===== src/pkg/csrm_pkg.sv =====
// constants and types of the clock, sleep and reset manager
// Operation
// - idle sleep halts cpu clock only; memory, timers, serial port, interrupts run
// - deepest sleep stops main oscillator and all domains; wake by interrupt or reset
// - power-save sleep keeps the asynchronous timer running, all else asleep
// - noise-reduction sleep stops cpu and i/o except asynchronous timer and converter
// - standby sleep keeps the crystal oscillator running, rest asleep
// - extended standby keeps main oscillator and asynchronous timer running
// - main clock source decoded from the 4-bit clock source fuse field ranges
// - fuse bit one is unprogrammed, zero is programmed
// - internal rc option runs from on-chip oscillator, nominal 1 MHz
// - reset pin low longer than 500 ns generates reset; the partner leaves the low width to its caller, which also issues too-short lows
// - during reset all general-purpose port pins are high impedance
// - with debug port enabled, pull-ups on its three input pins stay on in reset; srst_in clears the enable bit, so only pin reset keeps them on
// - asynchronous timer oscillator suits a watch crystal, no external capacitors
package csrm_pkg;
    // register port map
    localparam logic [3:0] CSRM_ADDR_SLEEP_CTRL = 4'h0;
    localparam logic [3:0] CSRM_ADDR_STATUS = 4'h1;
    localparam logic [3:0] CSRM_ADDR_WAKE = 4'h2;
    // sleep control fields
    localparam int CSRM_MODE_LSB = 0;
    localparam int CSRM_MODE_W = 3;
    localparam int CSRM_DBG_EN_BIT = 3;
    localparam logic [7:0] CSRM_SLEEP_CTRL_RST = 8'h00;
    // status fields
    localparam int CSRM_ST_SRC_LSB = 0;
    localparam int CSRM_ST_ASLEEP_BIT = 3;
    localparam int CSRM_ST_RESET_BIT = 4;
    // timing
    localparam int CSRM_CLK_PERIOD_NS = 10;
    localparam int CSRM_RESET_MIN_NS = 500;
    localparam int CSRM_RESET_MIN_CYC = (CSRM_RESET_MIN_NS + CSRM_CLK_PERIOD_NS - 1) / CSRM_CLK_PERIOD_NS;
    localparam int CSRM_INT_RC_KHZ = 1000;
    localparam int CSRM_ATIMER_HZ_X1000 = 32768000;
    localparam int CSRM_INT_RC_DIV = (1000000 / CSRM_INT_RC_KHZ) / CSRM_CLK_PERIOD_NS / 2;

    typedef enum logic [2:0] {
        CSRM_SLP_IDLE,
        CSRM_SLP_NOISE_RED,
        CSRM_SLP_POWER_DOWN,
        CSRM_SLP_POWER_SAVE,
        CSRM_SLP_RSVD4,
        CSRM_SLP_RSVD5,
        CSRM_SLP_STANDBY,
        CSRM_SLP_EXT_STANDBY
    } csrm_sleep_mode_type;

    typedef enum logic [2:0] {
        CSRM_SRC_CRYSTAL,
        CSRM_SRC_LF_CRYSTAL,
        CSRM_SRC_EXT_RC,
        CSRM_SRC_INT_RC,
        CSRM_SRC_EXT_CLK
    } csrm_clk_src_type;

    typedef enum {
        CSRM_ST_RUN,
        CSRM_ST_SLEEP
    } csrm_state_type;
endpackage


===== src/rtl/csrm_clock_sleep_reset_manager.sv =====
// clock source select, sleep gating and reset pin handling
`timescale 1ns/1ns
module csrm_clock_sleep_reset_manager
    import csrm_pkg::*;
#(
    parameter int PORT_W = 32,
    parameter int RESET_MIN_CYC = CSRM_RESET_MIN_CYC,
    parameter int RC_DIV = CSRM_INT_RC_DIV
) (
    // clock and reset
    input wire logic clk_sys_in,
    input wire logic srst_in,
    // register port
    input wire logic [3:0] reg_addr_in,
    input wire logic [7:0] reg_wdata_in,
    input wire logic reg_wr_in,
    input wire logic reg_rd_in,
    output logic [7:0] reg_rdata_out,
    // fuse and pins
    input wire logic [3:0] clock_source_fuse_field_in,
    input wire logic reset_pin_n_in,
    input wire logic sleep_req_in,
    input wire logic wake_irq_in,
    // port pin drive from the port logic
    input wire logic [PORT_W-1:0] port_oe_req_in,
    output logic [PORT_W-1:0] port_oe_out,
    output logic [2:0] debug_pullup_en_out,
    // domain clock enables
    output logic cpu_clk_en_out,
    output logic mem_clk_en_out,
    output logic io_clk_en_out,
    output logic adc_clk_en_out,
    output logic atimer_clk_en_out,
    output logic main_osc_en_out,
    output logic int_rc_en_out,
    output logic int_rc_clk_out,
    output logic [2:0] clock_source_select_out,
    output logic core_reset_out
);
    csrm_state_type state, next_state;
    logic [7:0] sleep_ctrl, next_sleep_ctrl;
    logic [7:0] rdata, next_rdata;
    logic [$clog2(RESET_MIN_CYC+1)-1:0] low_cnt, next_low_cnt, chk_run, next_chk_run;
    logic pin_reset, next_pin_reset;
    logic [$clog2(RC_DIV+1)-1:0] rc_cnt, next_rc_cnt;
    logic rc_clk, next_rc_clk;
    logic [2:0] src;
    csrm_sleep_mode_type mode;
    logic asleep;
    logic in_reset;

    // fuse decode; a zero bit means programmed, so all ones is the crystal default
    always_comb begin
        unique casez (clock_source_fuse_field_in)
            4'b1111, 4'b1110, 4'b1101, 4'b1100, 4'b1011, 4'b1010: src = CSRM_SRC_CRYSTAL;
            4'b1001, 4'b1000: src = CSRM_SRC_LF_CRYSTAL;
            4'b0111, 4'b0110, 4'b0101: src = CSRM_SRC_EXT_RC;
            4'b0100, 4'b0011, 4'b0010: src = CSRM_SRC_INT_RC;
            default: src = CSRM_SRC_EXT_CLK;
        endcase
    end

    assign mode = csrm_sleep_mode_type'(sleep_ctrl[CSRM_MODE_LSB +: CSRM_MODE_W]);
    assign asleep = (state == CSRM_ST_SLEEP);
    assign in_reset = pin_reset || !reset_pin_n_in;

    // reset pin: a low shorter than the minimum may be ignored, longer always resets
    always_comb begin
        next_low_cnt = low_cnt;
        next_pin_reset = 1'b0;
        next_chk_run = reset_pin_n_in ? '0 : (chk_run == RESET_MIN_CYC[$bits(chk_run)-1:0]) ? chk_run : chk_run + 1'b1;
        if (reset_pin_n_in) begin
            next_low_cnt = '0;
        end else if (low_cnt < RESET_MIN_CYC[$bits(low_cnt)-1:0]) begin
            next_low_cnt = low_cnt + 1'b1;
        end else begin
            next_pin_reset = 1'b1;
        end
    end

    always_ff @(posedge clk_sys_in) begin
        if (srst_in) begin
            low_cnt <= '0;
            chk_run <= '0;
            pin_reset <= 1'b0;
        end else begin
            low_cnt <= next_low_cnt;
            chk_run <= next_chk_run;
            pin_reset <= next_pin_reset;
        end
    end

    // sleep state machine and registers
    always_comb begin
        next_state = state;
        next_sleep_ctrl = sleep_ctrl;
        next_rdata = 8'h00;
        if (reg_wr_in && reg_addr_in == CSRM_ADDR_SLEEP_CTRL) begin
            next_sleep_ctrl = reg_wdata_in;
        end
        if (reg_rd_in) begin
            case (reg_addr_in)
                CSRM_ADDR_SLEEP_CTRL: next_rdata = sleep_ctrl;
                CSRM_ADDR_STATUS: next_rdata = {3'h0, in_reset, asleep, src};
                default: next_rdata = 8'h00;
            endcase
        end
        case (state)
            CSRM_ST_RUN: begin
                if (sleep_req_in) begin
                    next_state = CSRM_ST_SLEEP;
                end
            end
            CSRM_ST_SLEEP: begin
                // only an interrupt, a write to the wake register or a reset ends sleep
                if (wake_irq_in || (reg_wr_in && reg_addr_in == CSRM_ADDR_WAKE)) begin
                    next_state = CSRM_ST_RUN;
                end
            end
            default: next_state = CSRM_ST_RUN;
        endcase
        if (pin_reset) begin
            next_state = CSRM_ST_RUN;
        end
    end

    always_ff @(posedge clk_sys_in) begin
        if (srst_in) begin
            state <= CSRM_ST_RUN;
            sleep_ctrl <= CSRM_SLEEP_CTRL_RST;
            rdata <= 8'h00;
        end else begin
            state <= next_state;
            sleep_ctrl <= next_sleep_ctrl;
            rdata <= next_rdata;
        end
    end

    assign reg_rdata_out = rdata;

    // domain gating per sleep mode; register contents are kept because flops are not reset
    always_comb begin
        cpu_clk_en_out = 1'b1;
        mem_clk_en_out = 1'b1;
        io_clk_en_out = 1'b1;
        adc_clk_en_out = 1'b1;
        atimer_clk_en_out = 1'b1;
        main_osc_en_out = 1'b1;
        if (asleep) begin
            cpu_clk_en_out = 1'b0;
            case (mode)
                CSRM_SLP_IDLE: cpu_clk_en_out = 1'b0;
                CSRM_SLP_NOISE_RED: begin
                    mem_clk_en_out = 1'b0;
                    io_clk_en_out = 1'b0;
                end
                CSRM_SLP_POWER_SAVE: begin
                    mem_clk_en_out = 1'b0;
                    io_clk_en_out = 1'b0;
                    adc_clk_en_out = 1'b0;
                    main_osc_en_out = 1'b0;
                end
                CSRM_SLP_STANDBY: begin
                    mem_clk_en_out = 1'b0;
                    io_clk_en_out = 1'b0;
                    adc_clk_en_out = 1'b0;
                    atimer_clk_en_out = 1'b0;
                end
                CSRM_SLP_EXT_STANDBY: begin
                    mem_clk_en_out = 1'b0;
                    io_clk_en_out = 1'b0;
                    adc_clk_en_out = 1'b0;
                end
                default: begin
                    // power-down and reserved codes stop everything
                    mem_clk_en_out = 1'b0;
                    io_clk_en_out = 1'b0;
                    adc_clk_en_out = 1'b0;
                    atimer_clk_en_out = 1'b0;
                    main_osc_en_out = 1'b0;
                end
            endcase
        end
    end

    // internal rc: a divided stand-in for the 1 MHz on-chip oscillator
    always_comb begin
        next_rc_cnt = rc_cnt;
        next_rc_clk = rc_clk;
        if (src != CSRM_SRC_INT_RC || !main_osc_en_out) begin
            next_rc_cnt = '0;
            next_rc_clk = 1'b0;
        end else if (rc_cnt == RC_DIV[$bits(rc_cnt)-1:0] - 1'b1) begin
            next_rc_cnt = '0;
            next_rc_clk = !rc_clk;
        end else begin
            next_rc_cnt = rc_cnt + 1'b1;
        end
    end

    always_ff @(posedge clk_sys_in) begin
        if (srst_in) begin
            rc_cnt <= '0;
            rc_clk <= 1'b0;
        end else begin
            rc_cnt <= next_rc_cnt;
            rc_clk <= next_rc_clk;
        end
    end

    assign int_rc_en_out = (src == CSRM_SRC_INT_RC) && main_osc_en_out;
    assign int_rc_clk_out = rc_clk;
    assign clock_source_select_out = src;
    // the watch crystal pins need no drive here; timer oscillator is always analog
    assign core_reset_out = srst_in || in_reset;
    // pins float as soon as the pin goes low, before the filter; no clock needed
    assign port_oe_out = (srst_in || in_reset) ? '0 : port_oe_req_in;
    assign debug_pullup_en_out = {3{sleep_ctrl[CSRM_DBG_EN_BIT]}};

    // checks
    property p_reset_min;
        @(posedge clk_sys_in) disable iff (srst_in)
        (!reset_pin_n_in && chk_run == RESET_MIN_CYC[$bits(chk_run)-1:0]) |=> pin_reset;
    endproperty
    a_reset_min: assert property (p_reset_min) else $error("long reset low did not reset");

    property p_tristate;
        @(posedge clk_sys_in) !reset_pin_n_in |-> port_oe_out == '0;
    endproperty
    a_tristate: assert property (p_tristate) else $error("port driven during reset");

    property p_idle;
        @(posedge clk_sys_in) disable iff (srst_in)
        (asleep && mode == CSRM_SLP_IDLE) |-> !cpu_clk_en_out && mem_clk_en_out && io_clk_en_out;
    endproperty
    a_idle: assert property (p_idle) else $error("idle gating wrong");

    property p_pdown;
        @(posedge clk_sys_in) disable iff (srst_in)
        (asleep && mode == CSRM_SLP_POWER_DOWN) |-> !main_osc_en_out && !atimer_clk_en_out;
    endproperty
    a_pdown: assert property (p_pdown) else $error("power-down left a clock on");

    property p_psave;
        @(posedge clk_sys_in) disable iff (srst_in)
        (asleep && mode == CSRM_SLP_POWER_SAVE) |-> atimer_clk_en_out && !io_clk_en_out;
    endproperty
    a_psave: assert property (p_psave) else $error("power-save gating wrong");

    property p_noise;
        @(posedge clk_sys_in) disable iff (srst_in)
        (asleep && mode == CSRM_SLP_NOISE_RED) |-> adc_clk_en_out && atimer_clk_en_out && !io_clk_en_out;
    endproperty
    a_noise: assert property (p_noise) else $error("noise reduction gating wrong");

    property p_standby;
        @(posedge clk_sys_in) disable iff (srst_in)
        (asleep && mode == CSRM_SLP_STANDBY) |-> main_osc_en_out && !cpu_clk_en_out;
    endproperty
    a_standby: assert property (p_standby) else $error("standby oscillator off");

    property p_ext_standby;
        @(posedge clk_sys_in) disable iff (srst_in)
        (asleep && mode == CSRM_SLP_EXT_STANDBY) |-> main_osc_en_out && atimer_clk_en_out;
    endproperty
    a_ext_standby: assert property (p_ext_standby) else $error("extended standby gating wrong");

    property p_fuse;
        @(posedge clk_sys_in) (clock_source_fuse_field_in inside {4'h2, 4'h3, 4'h4}) |-> src == CSRM_SRC_INT_RC;
    endproperty
    a_fuse: assert property (p_fuse) else $error("fuse decode wrong");

    property p_sleep_entry;
        @(posedge clk_sys_in) disable iff (srst_in || pin_reset)
        (!asleep && !sleep_req_in) |=> !asleep;
    endproperty
    a_sleep_entry: assert property (p_sleep_entry) else $error("sleep without request");
endmodule


===== config.mk =====
export PLATFORM = sky130hd
export DESIGN_NAME = csrm_clock_sleep_reset_manager
export DESIGN_NICKNAME = d
export VERILOG_FILES = /design/src/pkg/csrm_pkg.sv /design/src/rtl/csrm_clock_sleep_reset_manager.sv
export SDC_FILE = /design/constraint.sdc
export NUM_CORES = 1
export LEC_CHECK = 0
export BUFFER_PORTS_ARGS = -buffer_cell sky130_fd_sc_hd__buf_2
export CORE_UTILIZATION = 45
export CTS_CLUSTER_DIAMETER = 80
export DETAILED_ROUTE_END_ITERATION = 12
export PLACE_DENSITY = 0.95
export SLEW_MARGIN = 10
export SYNTH_ARGS = -nofsm -noshare
export SYNTH_HDL_FRONTEND = slang
export SYNTH_SLANG_ARGS = --single-unit

===== constraint.sdc =====
create_clock -name clk_sys_in -period 2.3 [get_ports clk_sys_in]
set_input_delay 0.23 -clock clk_sys_in [delete_from_list [all_inputs] [get_ports clk_sys_in]]
set_output_delay 0.23 -clock clk_sys_in [all_outputs]
set_load 0.05 [all_outputs]

Yosys cells after proc, flatten, opt, wreduce, memory -nomap -nowiden:

Memories as Yosys holds them, arrays and structs flattened.
Cells that the tools add are included.

* add/subtract/negate cells: 2
* $mul: 0
* divide/modulo/power cells: 0
* order comparisons: 1
* equality and inequality tests: 13
* shift operators: 0
* muxes and demuxes: 15
* bitwise logic cells: 1
* reductions and logical operators: 22

Operators by type and width (number)
* $mux 32: 3
* $pmux 32 s2: 1
* $eq 32x1->1 const B: 1
* $eq 32x2->1 const B: 1
* $logic_not 32->1: 1
* $pmux 8 s2: 1
* $add 6x1->6 const B: 2
* $mux 1: 10
* $reduce_or 2->1: 5
* $reduce_or 4->1: 2
* $eq 3x2->1 const B: 2
* $eq 3x3->1 const B: 2
* $eq 6x6->1 const B: 1
* $lt 6x6->1 const B: 1
* $eq 4x1->1 const B: 1
* $eq 4x2->1 const B: 1
* $logic_not 4->1: 1
* $logic_or 1x1->1: 4
* $ne 2x2->1 const B: 2
* $eq 3x1->1 const B: 1
* $logic_and 1x1->1: 3
* $logic_not 1->1: 3
* $logic_not 3->1: 1
* $ne 3x2->1 const B: 1
* 3 further kinds: 3

* register bits: 62
* bits in latches: 0
* RAM bits: 0
* bits in read-only memories: 48
* input bits: 55
* output and inout port bits: 55
* logic and storage cells: 62
* memories: 1

Memory list
* (no name shown): words 16, width 3, read ports 1, clocked after Yosys merged registers in 0, write ports 0, line csrm_clock_sleep_reset_manager.sv:54 `unique casez (clock_source_fuse_field_in)`

Depth between registers and ports, before layout:

* word-level depth: 7
* depth in mapped cells: 5
* mapped depth without buffers: 5

Worst setup path before layout:

OpenSTA, ideal clock, no wires.

* path type: register -> output
* from: register sleep_ctrl[0]
* to: output mem_clk_en_out
* data arrival time: 1970 ps
* data required time: 2070 ps
* slack: 100 ps
* cell stages (with the launch flop): 3
* path buffers: 1
* cells stage by stage: dfxtp_1 o31ai_1 buf_4

* cells in the longest elaborated chain, start to end: 3

RTL lines
* start, declared: line csrm_clock_sleep_reset_manager.sv:41 `logic [7:0] sleep_ctrl, next_sleep_ctrl;`
* start signal, assigned: line csrm_clock_sleep_reset_manager.sv:134 `sleep_ctrl <= next_sleep_ctrl;`
* $logic_not 3->1
* $mux 1 (2 in a row)
* end, declared: line csrm_clock_sleep_reset_manager.sv:30 `output logic mem_clk_en_out,`

Every way passes these cells.

Final worst setup path:

* from: register sleep_ctrl[1]
* to: output int_rc_en_out

* cells in the longest elaborated chain, start to end: 5
* elaborated cells between the ends (all ways): 8
* classes of those cells: eq/ne (3); mux (2); reduce/logical (3)

RTL lines
* $eq 3x3->1, or another cell as far along: line csrm_clock_sleep_reset_manager.sv:151 `case (mode)`
* $reduce_or 4->1 (no source line) *
* $mux 1 *: line csrm_clock_sleep_reset_manager.sv:151
* $mux 1 *: line csrm_clock_sleep_reset_manager.sv:149 `if (asleep) begin`
* $logic_and 1x1->1 *: line csrm_clock_sleep_reset_manager.sv:211 `assign int_rc_en_out = (src == CSRM_SRC_INT_RC) && main_osc_en_out;`
* end, declared: line csrm_clock_sleep_reset_manager.sv:35 `output logic int_rc_en_out,`

Mark *: on every way between the ends. The rest lies on a longest branch, timed or not.

==> summary.txt <==
Cell variety after synth -> 43
crit-path cells -> inv_1, ha_1, nand2_1, o211a_1, buf_2
slowest stage cell, crit path -> dfxtp_1
largest net degree at the start of global routing -> 34
final hold violation count -> 0
post-CTS setup buffers -> 0
Area growth syn-to-layout -> 38.8%
Fin Hold WS -> 0.129 ns
max_cap viols -> 0
final core occ -> 0.671
routed vias/inst -> 5.09
FMAX -> 541 MHz
worst-margin pin slew -> 0.539 ns
Pleak -> 1.11 nW
drc violations -> 0
Synth area leaders -> dfxtp_1, and2_1, a21oi_1
final worst path period share -> 0.804
drt pass-1 iters -> 4
WP data required -> 2.07 ns
status -> finished clean
chip width -> 62.6 um
pwr/cell area -> 550 nW/um^2
Layout Cells excl Fill -> 349
CTS Buf Count -> 5
Antenna Cells -> 0
Post-CTS Hold Fix Bufs -> 0
Final setup viols -> 0
FF+latch area -> 621 sq um
CTS clock-pin slew for the worst setup and hold paths -> 0.10 ns
H-Tree Depth -> 2
initial DRC count -> 55
placed insts -> 341
area of the multi-input gates -> 938 sq um
RSZ-0062 raised after global routing -> no
max-slew violation count -> 0
first-pass GRT wire length -> 7.17 mm
Std-Cell Rows -> 21
Cell Area, Synth -> 1650 sq um
core area -> 3420 sq um
asr flop ratio synth -> 0
clock latency on the worst-skew pair -> 0.35 ns
antenna violations before repair -> 0
# IOs -> 110
Syn Area/Cell -> 8.43 sq um
final net count -> 361
Yosys top cell by area -> dfxtp_1
Largest delay share family, worst path -> flip-flops
crit path launch type -> flip-flop
die height -> 62.6 um
initial core utilization -> 0.484
register area share after synthesis -> 0.375
worst vdd ir -> 0.223 mV
wire per inst -> 12.5 um
Period minus WS final -> 1.85 ns
Post-synth EDFFs -> 0
worst-path fanout max -> 4
Setup TNS Final -> 0 ns
CTS max path bufs -> 2
Syn Nets -> 255
post_cts resized -> 0
clock skew -> 0.00281 ns
Worst slew margin -> 0.639
CP Class -> flip-flop to output pin
dpl hpwl -> 3.34 mm
Tot GR Track Use -> 0.231
share of cells above drive strength 1 -> 0.416
dpl cell area -> 2210 sq um
CP bufs+invs -> 2
root buf cell -> clkbuf_4
Hold Path Class -> primary input to flip-flop
Post-Syn Instances -> 196
TritonCTS clock tree -> done
final instance area -> 2290 sq um
CP Capture Type -> output pin
RePlAce Congestion -> 0.815
port bufs -> 109
routed wire length -> 4.36 mm
share of Yosys cell area claimed by the top area cell type -> 0.375
global route total overflow -> 0
Yosys reg bits -> 31
vias in the first global route -> 1696
Post-DRT Antenna Nets -> 0
crit path DAT -> 1.62 ns
Synth Warn # -> 0
Die ar. -> 3920 sq um
Fill cells -> 303
via count -> 1775
critical path's largest stage delay -> 0.38 ns
Synth Flop Type -> dfxtp_1
clock sink count -> 31
-- power breakdown --
part / leakage (nW) / internal (W) / switching (W)
Combinational: 0.807 / 0.0000826 / 0.000182
Clock: 0.0482 / 0.000257 / 0.000192
Sequential: 0.250 / 0.000542 / 0.00000667
Total: 1.11 / 0.000882 / 0.000381
-- state kept, by name, indices dropped and copies added, names as in the netlist --
| name | count |
|---|---|
| rc_cnt | 6 |
| pin_reset | 1 |
| state | 1 |
| sleep_ctrl | 8 |
| low_cnt | 6 |
| int_rc_clk_out | 1 |
| reg_rdata_out | 8 |
-- worst reg2reg max path: cells and delay by family (launching register included) --
family                     cells  cell delay, ns
AOI/OAI and AO/OA              2            0.48
adders and majority gates      1            0.29
buffers and inverters          1            0.08
DFF                            1            0.38
and+or+nand+nor                1            0.11
-- cell type report --
| type | count | share of cell area |
|---|---|---|
| clock buffers | 6 | 0.0224 |
| clock inverters | 2 | 0.0153 |
| inverters | 10 | 0.0164 |
| multi-input cells | 144 | 0.409 |
| flip-flops and latches | 31 | 0.271 |
| well taps | 46 | 0.0251 |
| repair buffers | 110 | 0.241 |
-- cell usage in the layout, fill, tap and decap left out, drive strengths merged, types with 3 or more instances in the layout --
cell and instances:
xor2 3, inv 10, buf 110, clkbuf 6, ha 4, nor3b 3, and2 35, a21oi 13
nand3 11, dfxtp 31, nand2 9, nor2 12, nor3 7, nor2b 3, o21ai 12
-- cell usage after synthesis (all sizes together), types with 4 or more instances --
cell / n
and2: 35
ha: 4
buf: 4
o21ai: 12
dfxtp: 31
nor3: 7
nand3: 11
inv: 10
nor2: 12
clkbuf: 7
nand2: 9
a21oi: 13
-- layer usage --
layer / vias to the layer above / track usage / wire [um]
li1: 887 / - / -
met1: 794 / 0.257 / 1750
met2: 83 / 0.410 / 2210
met3: 11 / 0.0474 / 302
met4: 0 / 0.119 / 97
met5: - / 0 / 0
-- kinds of logic (layout without fill, tap and decap cells) --
family                   count (synthesis)  count (layout)  share of synthesized area
AND/OR/NAND/NOR                         93              93                      0.335
AO/OA/AOI/OAI                           41              41                      0.170
flip-flops                              31              31                      0.375
buffers and inverters                   21             128                     0.0568
XOR/XNOR                                 5               5                     0.0265
adder cells (fa/ha/maj)                  4               4                     0.0303
multiplexers                             1               1                    0.00606
-- worst paths after layout --
path / startpoint / endpoint / slack [ns] / depth (start not counted)
worst min register to register: sleep_ctrl[5]$_SDFFE_PP0P_ / reg_rdata_out[5]$_SDFF_PP0_ / 0.48 / 1
worst min-delay path: reg_wdata_in[7] / sleep_ctrl[7]$_SDFFE_PP0P_ / 0.13 / 3
worst max register to register: sleep_ctrl[1]$_SDFFE_PP0P_ / rc_cnt[5]$_SDFF_PP0_ / 0.87 / 5
worst max-delay path: sleep_ctrl[1]$_SDFFE_PP0P_ / int_rc_en_out / 0.45 / 5
-- through the flow --
stage,setup WS [ns],power (W)
finish,0.451,0.00126
global route,0.363,0.00131
CTS,0.434,0.00127
detailed placement,0.820,0.000825
global placement,0.842,0.000821
floorplan,0.100,0.000733
(Power assumes the default switching activity.)
